[config.mk]
export PLATFORM = sky130hd
export DESIGN_NAME = cmb_host
export DESIGN_NICKNAME = d
export VERILOG_FILES = /design/src/verilog/cmb_timer.v /design/src/verilog/cmb_host.v
export VERILOG_INCLUDE_DIRS = /design/src /design/src/verilog
export SDC_FILE = /design/constraint.sdc
export NUM_CORES = 1
export LEC_CHECK = 0
export BUFFER_PORTS_ARGS = -buffer_cell sky130_fd_sc_hd__buf_4
export CAP_MARGIN = 20
export CORE_MARGIN = 5
export CORE_UTILIZATION = 41
export DETAILED_ROUTE_END_ITERATION = 10
export GPL_ROUTABILITY_DRIVEN = 0
export GPL_TIMING_DRIVEN = 0
export HOLD_SLACK_MARGIN = 0.15
export PLACE_DENSITY = 0.72
export SYNTH_ARGS = -nofsm -noshare
export SYNTH_HDL_FRONTEND = slang
export SYNTH_SLANG_ARGS = --single-unit
[constraint.sdc]
create_clock -name mclk_i -period 2.35 [get_ports mclk_i]
set_input_delay 0.47 -clock mclk_i [delete_from_list [all_inputs] [get_ports mclk_i]]
set_output_delay 0.47 -clock mclk_i [all_outputs]
set_load 0.005 [all_outputs]
[src/verilog/cmb_consts.vh]
// Purpose: Constants for the combined flash/SRAM bus controller
// Assumes: 50 MHz mclk_i, 16-bit data bus, 20-bit word address
// Notes: Timing counts are derived from nanosecond figures
`ifndef CMB_CONSTS_VH
`define CMB_CONSTS_VH

// ---------------------------------------------------------------
// Clock and timing
// ---------------------------------------------------------------
`define CMB_CLK_NS 20
`define CMB_SETUP_NS 20
`define CMB_PULSE_NS 70
`define CMB_HOLD_NS 20
`define CMB_RST_NS 500
// Least times round up to whole cycles
`define CMB_CYC(ns) (((ns) + `CMB_CLK_NS - 1) / `CMB_CLK_NS)
`define CMB_SETUP_CYC `CMB_CYC(`CMB_SETUP_NS)
`define CMB_PULSE_CYC `CMB_CYC(`CMB_PULSE_NS)
`define CMB_HOLD_CYC `CMB_CYC(`CMB_HOLD_NS)
`define CMB_RST_CYC `CMB_CYC(`CMB_RST_NS)

// ---------------------------------------------------------------
// Address map
// ---------------------------------------------------------------
`define CMB_AW 20
`define CMB_DW 16
`define CMB_SRAM_TOP_BIT 19
`define CMB_PROT_LIMIT 20'h00FFF
`define CMB_BLOCK_SHIFT 15

// ---------------------------------------------------------------
// Host command codes
// ---------------------------------------------------------------
`define CMB_OP_READ 2'h0
`define CMB_OP_WRITE 2'h1
`define CMB_OP_RESET 2'h2

`endif

[src/verilog/cmb_timer.v]
// Purpose: Down counter that paces the phases of a bus cycle
// Assumes: load and count come from the same clock domain
// Notes: done_o is high in the cycle the count reaches zero
`timescale 1ns/1ps
module cmb_timer (
	input wire mclk_i,
	input wire reset_i,
	input wire load_i,
	input wire [7:0] count_i,
	output wire done_o
);
	reg [7:0] cnt_q;

	// ---------------------------------------------------------------
	// Counter
	// ---------------------------------------------------------------
	// Loading takes priority so a new phase always restarts cleanly
	always @(posedge mclk_i) begin
		if (reset_i) begin
			cnt_q <= 8'h00;
		end else if (load_i) begin
			cnt_q <= count_i;
		end else if (cnt_q != 8'h00) begin
			cnt_q <= cnt_q - 8'h01;
		end
	end

	// Done depends on the count alone: the caller derives load from done,
	// so gating done with load would close a combinational loop
	assign done_o = (cnt_q == 8'h00);
endmodule // cmb_timer

[src/verilog/cmb_host.v]
// Purpose: Host-side controller driving a combined flash/SRAM package
// Assumes: Device pins are asynchronous; inputs are double synchronised
// Notes: One request at a time; busy_o is high while a cycle runs
`timescale 1ns/1ps
`include "cmb_consts.vh"
module cmb_host (
	input wire mclk_i,
	input wire reset_i,
	input wire req_i,
	input wire [1:0] op_i,
	input wire [`CMB_AW-1:0] addr_i,
	input wire [`CMB_DW-1:0] wdata_i,
	input wire [1:0] byte_en_i,
	input wire protect_i,
	output reg busy_o,
	output reg done_o,
	output reg [`CMB_DW-1:0] rdata_o,
	output reg prot_hit_o,
	output reg [4:0] block_o,
	output reg flash_ready_o,
	output reg [`CMB_AW-1:0] addr_o,
	output reg [`CMB_DW-1:0] data_o,
	output reg data_oe_o,
	input wire [`CMB_DW-1:0] data_i,
	output reg oe_n_o,
	output reg we_n_o,
	output reg sram_select_low_n_o,
	output reg sram_select_high_o,
	output reg flash_bank_select_n_o,
	output reg upper_lane_gate_n_o,
	output reg lower_lane_gate_n_o,
	output reg wp_n_o,
	output reg rst_n_o,
	input wire ready_busy_status_n_i
);
	localparam ST_IDLE = 3'd0;
	localparam ST_SETUP = 3'd1;
	localparam ST_PULSE = 3'd2;
	localparam ST_HOLD = 3'd3;
	localparam ST_RST = 3'd4;

	// Phase lengths in cycles, cut on purpose to the timer's width
	localparam [31:0] SETUP_LEN = `CMB_SETUP_CYC;
	localparam [31:0] PULSE_LEN = `CMB_PULSE_CYC;
	localparam [31:0] HOLD_LEN = `CMB_HOLD_CYC;
	localparam [31:0] RST_LEN = `CMB_RST_CYC;

	reg [2:0] state_q;
	reg is_sram_q;
	reg is_write_q;
	reg [`CMB_DW-1:0] din_s1_q;
	reg [`CMB_DW-1:0] din_s2_q;
	reg rb_s1_q;
	reg rb_s2_q;
	reg tmr_load;
	reg [7:0] tmr_count;
	wire tmr_done;

	// Region decode used for both selection and reporting
	function in_sram;
		input [`CMB_AW-1:0] a;
		in_sram = ~a[`CMB_SRAM_TOP_BIT];
	endfunction

	// ---------------------------------------------------------------
	// Phase timer
	// ---------------------------------------------------------------
	cmb_timer u_timer (
		.mclk_i(mclk_i),
		.reset_i(reset_i),
		.load_i(tmr_load),
		.count_i(tmr_count),
		.done_o(tmr_done)
	);

	// ---------------------------------------------------------------
	// Input synchronisers
	// ---------------------------------------------------------------
	// Read data and ready/busy come from pins: two flops for data, three for ready/busy
	always @(posedge mclk_i) begin
		if (reset_i) begin
			din_s1_q <= 16'h0000;
			din_s2_q <= 16'h0000;
			rb_s1_q <= 1'b1;
			rb_s2_q <= 1'b1;
			flash_ready_o <= 1'b1;
		end else begin
			din_s1_q <= data_i;
			din_s2_q <= din_s1_q;
			rb_s1_q <= ready_busy_status_n_i;
			rb_s2_q <= rb_s1_q;
			flash_ready_o <= rb_s2_q;
		end
	end

	// ---------------------------------------------------------------
	// Timer load decode
	// ---------------------------------------------------------------
	always @* begin
		tmr_load = 1'b0;
		tmr_count = 8'h00;
		case (state_q)
			ST_IDLE: begin
				if (req_i && op_i == `CMB_OP_RESET) begin
					tmr_load = 1'b1;
					tmr_count = RST_LEN[7:0];
				end else if (req_i) begin
					tmr_load = 1'b1;
					tmr_count = SETUP_LEN[7:0];
				end
			end
			ST_SETUP: begin
				if (tmr_done) begin
					tmr_load = 1'b1;
					tmr_count = PULSE_LEN[7:0];
				end
			end
			ST_PULSE: begin
				if (tmr_done) begin
					tmr_load = 1'b1;
					tmr_count = HOLD_LEN[7:0];
				end
			end
			default: begin
				tmr_load = 1'b0;
			end
		endcase
	end

	// ---------------------------------------------------------------
	// Bus cycle sequencer
	// ---------------------------------------------------------------
	// Address and data are set up a full phase before any strobe so the
	// device sees them stable across the whole write interval
	always @(posedge mclk_i) begin
		if (reset_i) begin
			state_q <= ST_IDLE;
			is_sram_q <= 1'b0;
			is_write_q <= 1'b0;
			busy_o <= 1'b0;
			done_o <= 1'b0;
			rdata_o <= 16'h0000;
			prot_hit_o <= 1'b0;
			block_o <= 5'h00;
			addr_o <= 20'h00000;
			data_o <= 16'h0000;
			data_oe_o <= 1'b0;
			oe_n_o <= 1'b1;
			we_n_o <= 1'b1;
			sram_select_low_n_o <= 1'b1;
			sram_select_high_o <= 1'b0;
			flash_bank_select_n_o <= 1'b1;
			upper_lane_gate_n_o <= 1'b1;
			lower_lane_gate_n_o <= 1'b1;
			wp_n_o <= 1'b0;
			rst_n_o <= 1'b1;
		end else begin
			done_o <= 1'b0;
			wp_n_o <= ~protect_i;
			case (state_q)
				ST_IDLE: begin
					if (req_i && op_i == `CMB_OP_RESET) begin
						busy_o <= 1'b1;
						rst_n_o <= 1'b0;
						state_q <= ST_RST;
					end else if (req_i) begin
						busy_o <= 1'b1;
						is_sram_q <= in_sram(addr_i);
						is_write_q <= (op_i == `CMB_OP_WRITE);
						addr_o <= addr_i;
						block_o <= addr_i[`CMB_AW-1:`CMB_BLOCK_SHIFT];
						// Limit counts from the base of the flash half, as
						// the low half of the map always selects SRAM
						prot_hit_o <= ~in_sram(addr_i) &&
							({1'b0, addr_i[`CMB_AW-2:0]} <=
							`CMB_PROT_LIMIT);
						data_o <= wdata_i;
						// Host drives only while the device floats
						data_oe_o <= (op_i == `CMB_OP_WRITE);
						if (in_sram(addr_i)) begin
							sram_select_high_o <= 1'b1;
							lower_lane_gate_n_o <= ~byte_en_i[0];
							upper_lane_gate_n_o <= ~byte_en_i[1];
						end
						state_q <= ST_SETUP;
					end
				end
				ST_SETUP: begin
					if (tmr_done) begin
						if (is_sram_q) begin
							sram_select_low_n_o <= 1'b0;
						end else begin
							flash_bank_select_n_o <= 1'b0;
						end
						if (is_write_q) begin
							we_n_o <= 1'b0;
						end else begin
							oe_n_o <= 1'b0;
						end
						state_q <= ST_PULSE;
					end
				end
				ST_PULSE: begin
					if (tmr_done) begin
						// Write enable rises first: it is the capture edge,
						// selects follow so the interval ends on one edge
						we_n_o <= 1'b1;
						if (!is_write_q) begin
							rdata_o <= din_s2_q;
						end
						oe_n_o <= 1'b1;
						state_q <= ST_HOLD;
					end
				end
				ST_HOLD: begin
					if (tmr_done) begin
						// Data released after hold; flash keeps its own copy
						data_oe_o <= 1'b0;
						sram_select_low_n_o <= 1'b1;
						sram_select_high_o <= 1'b0;
						flash_bank_select_n_o <= 1'b1;
						upper_lane_gate_n_o <= 1'b1;
						lower_lane_gate_n_o <= 1'b1;
						busy_o <= 1'b0;
						done_o <= 1'b1;
						state_q <= ST_IDLE;
					end
				end
				ST_RST: begin
					if (tmr_done) begin
						rst_n_o <= 1'b1;
						busy_o <= 1'b0;
						done_o <= 1'b1;
						state_q <= ST_IDLE;
					end
				end
				default: begin
					state_q <= ST_IDLE;
				end
			endcase
		end
	end
endmodule // cmb_host

==> out/results.ini <==
[final_layout]
area_delta_synth_final_pct = 47.8
fin_nets = 647
antenna_cells = 0
drive_gt1_share_pct = 31.8
fillCellCount = 804

[yosys]
yosys-top-cells-count = dfxtp_1, nand2_1, a21oi_1
syn-cell-area_um2 = 3970
synth_fp_nets = 488
synth.top_cell.area_share_pct = 57.0
netlist_instances = 425
post-synth-top-count-cell = dfxtp_1
ys_ff_latch = 113
synth_area_leader_cell = dfxtp_1
postSynthAreaPerCell_um2 = 9.34
ys_warn_count = 0
synthTopCellsByArea = dfxtp_1, nand2_1, a21oi_1
synth_edf_count = 0
synth_ff_type = dfxtp_1
yosysSeqAreaShare_pct = 57.0
yosysUniqueCellTypes = 42
async_flop_share_pct = 0

[worst_hold_path]
hp-class = in -> reg
hold-path-cell-count = 2
min-delay-start = data_i[9]
hold_end = din_s1_q[9]

[sta]
fin_ws_ns = 0.180
min_period_over_period_pct = 92.3
final.setup_skew_ns = 0.00888
max_slew_margin_pct = 52.5
min_period_ns = 2.17
tns_ns = 0
finalSetupViolations = 0
hold_violations = 0
rsz0062_at_grt = false
tightest_slew_ns = 0.711
fmax_mhz = 461
maxSlewViolCount = 0

[critical_path]
cp-start-kind = flop
critPathCaptureType = flop
crit_path_max_fanout = 10
r2r-start = u_timer.cnt_q[0]
r2r_end = rdata_o[6]
arrival_ns = 2.55
critPathKind = reg -> reg
r2r_slack_ns = 0.18
required_ns = 2.73
rr_worst_depth = 8

[place]
detailedPlace.worstSlack_ns = 0.00311
io_buffers = 130
hpwl_um = 7680

[cts]
clock_latency_ns = 0.52
clk_pin_slew_worst_paths_ns = 0.06
cts_resized = 0
cts_max_path_buffers = 2
cts_root_buf = clkbuf_8
cts_buffers = 17
cts_tree = yes
h-tree-depth = 4
cts_num_sinks = 113

[floorplan]
fp.dieW_um = 108
start_util_pct = 41.4
die_area_um2 = 11800
core_area_um2 = 9590
io_pins = 132
die-height_um = 108
row_count = 36

[routing]
first_iter_violations = 218
wl_um = 10500
drc_errors = 0
firstDrtPassIters = 4
wl_per_cell_um = 14.4
viasPerCell = 4.74
drt.antenna.violating_nets = 0
num_vias = 3458

[power]
max-vdd-ir-drop_uv = 641
power.leakage_nw = 2.52
power_frac_comb_pct = 22.4
p_int_mw = 4.69
power_mw = 6.64
clkPwrFrac_pct = 42.7
p_switching_mw = 1.95
power-per-cell-area_nw_per_um2 = 1130
netSwitchingFraction_pct = 29.4
seqPwrFrac_pct = 34.9

[run_status]
status = completed

[grt]
grt_pass1_wl_um = 16800
grt_pass1_vias = 3582
overflow = 0
antenna_found_initial = 0
grt_max_degree = 17
grtUsageTotal_pct = 18.5

[job]
cap_violations = 0

repair_timing:
item                                    CTS  global route
pin swaps                                 1             1
setup buffers                             0             6
endpoints found under the setup margin    3            10
hold endpoints to repair                  2             2
cloned                                    0             0
hold buffers                              2             2
cell type report:
class                           instances  area [um2]  share of cell area (%)
Buffer                                 29         148                    2.52
Clock buffer                           17         414                    7.06
Clock inverter                         15         243                    4.14
Inverter                                7        26.3                   0.448
Multi-Input combinational cell        276        1530                    26.1
Sequential cell                       113        2260                    38.6
Tap cell                              133         166                    2.84
Timing Repair Buffer                  140        1070                    18.3
worst max-delay path by stage:
stage	from	endpoint	slack, ns	depth (start not counted)
6_report	u_timer.cnt_q[0]	rdata_o[6]	0.18	8
5_1_grt	u_timer.cnt_q[0]	state_q[0]	0.02	6
4_1_cts	u_timer.cnt_q[0]	rdata_o[6]	0.04	7
3_5_place_dp	u_timer.cnt_q[0]	rdata_o[8]	0.003	7
3_3_place_gp	u_timer.cnt_q[0]	rdata_o[11]	0.06	7
2_1_floorplan	u_timer.cnt_q[0]	rdata_o[10]	0.32	7
flip-flops by register name, indices dropped and copies added (netlist names), 3 cells and up:
register and count:
state_q 3, block_o 5, din_s1_q 16, data_o 16, din_s2_q 16, rdata_o 16, u_timer.cnt_q 8, addr_o 15
per-stage QoR:
stage / std cells / instance area [um2] / util, % / hold WS (ns)
6_report: 730 / 5870 / 61.2 / 0.160
5_1_grt: 730 / 5870 / 61.2 / 0.154
4_1_cts: 722 / 5790 / 60.3 / 0.151
3_5_place_dp: 688 / 5110 / 53.3 / 0.397
3_3_place_gp: 688 / 5110 / 53.3 / 0.394
2_1_floorplan: 425 / 3970 / - / 0.389
layout by cell type (no fill, tap or decap), types with 3 or more instances in the layout:
cell / n
inv_1: 7
dlygate4sd3_1: 4
mux2i_1: 17
xor2_1: 3
a21oi_1: 50
nor2_1: 25
nand3_1: 6
a31oi_1: 6
clkbuf_1: 17
bufinv_16: 5
o21ai_0: 4
clkbuf_16: 16
nor3_1: 5
inv_6: 6
dfxtp_1: 113
buf_4: 142
or2_2: 3
nand2b_1: 5
o211ai_1: 3
nor3b_1: 5
nor2b_1: 35
buf_2: 4
nand2_1: 83
critical path, cell delays in order (launching register included):
cell and delay, ns:
dfxtp_1 0.36, inv_1 0.12, ha_1 0.21, or3b_2 0.53, nor3_4 0.23, buf_12 0.15, buf_6 0.17, mux2i_1 0.21
nor2_1 0.06
metal layers:
layer / part of all wire, % / vias up / GRT usage, % / wire, um
li1: - / 1732 / - / -
met1: 40 / 1586 / 20.9 / 4230
met2: 49 / 119 / 30.5 / 5120
met3: 9.3 / 21 / 8.36 / 976
met4: 1.9 / 0 / 7.21 / 195
met5: 0 / - / 0 / 0
power by group through the flow:
stage	Clock, mW	Combinational [mW]	Sequential [mW]
3_5_place_dp	0	1.46	2.35
5_1_grt	2.97	1.67	2.35
6_report	2.84	1.49	2.32
2_1_floorplan	0	0.950	2.32
4_1_cts	2.87	1.47	2.31
3_3_place_gp	0	1.43	2.33
cell families (layout without fill, tap and decap cells):
group / Yosys count / after routing / share of synthesized area (%)
DFF: 113 / 113 / 57.0
AOI/OAI and AO/OA: 71 / 71 / 9.90
xor gates and xnor gates: 4 / 4 / 0.883
adders and majority gates: 2 / 2 / 0.630
muxes: 17 / 17 / 4.29
buffers and inverters: 36 / 208 / 4.38
and+or+nand+nor: 182 / 182 / 22.9
Note: power is estimated with default switching activity, not from simulation.
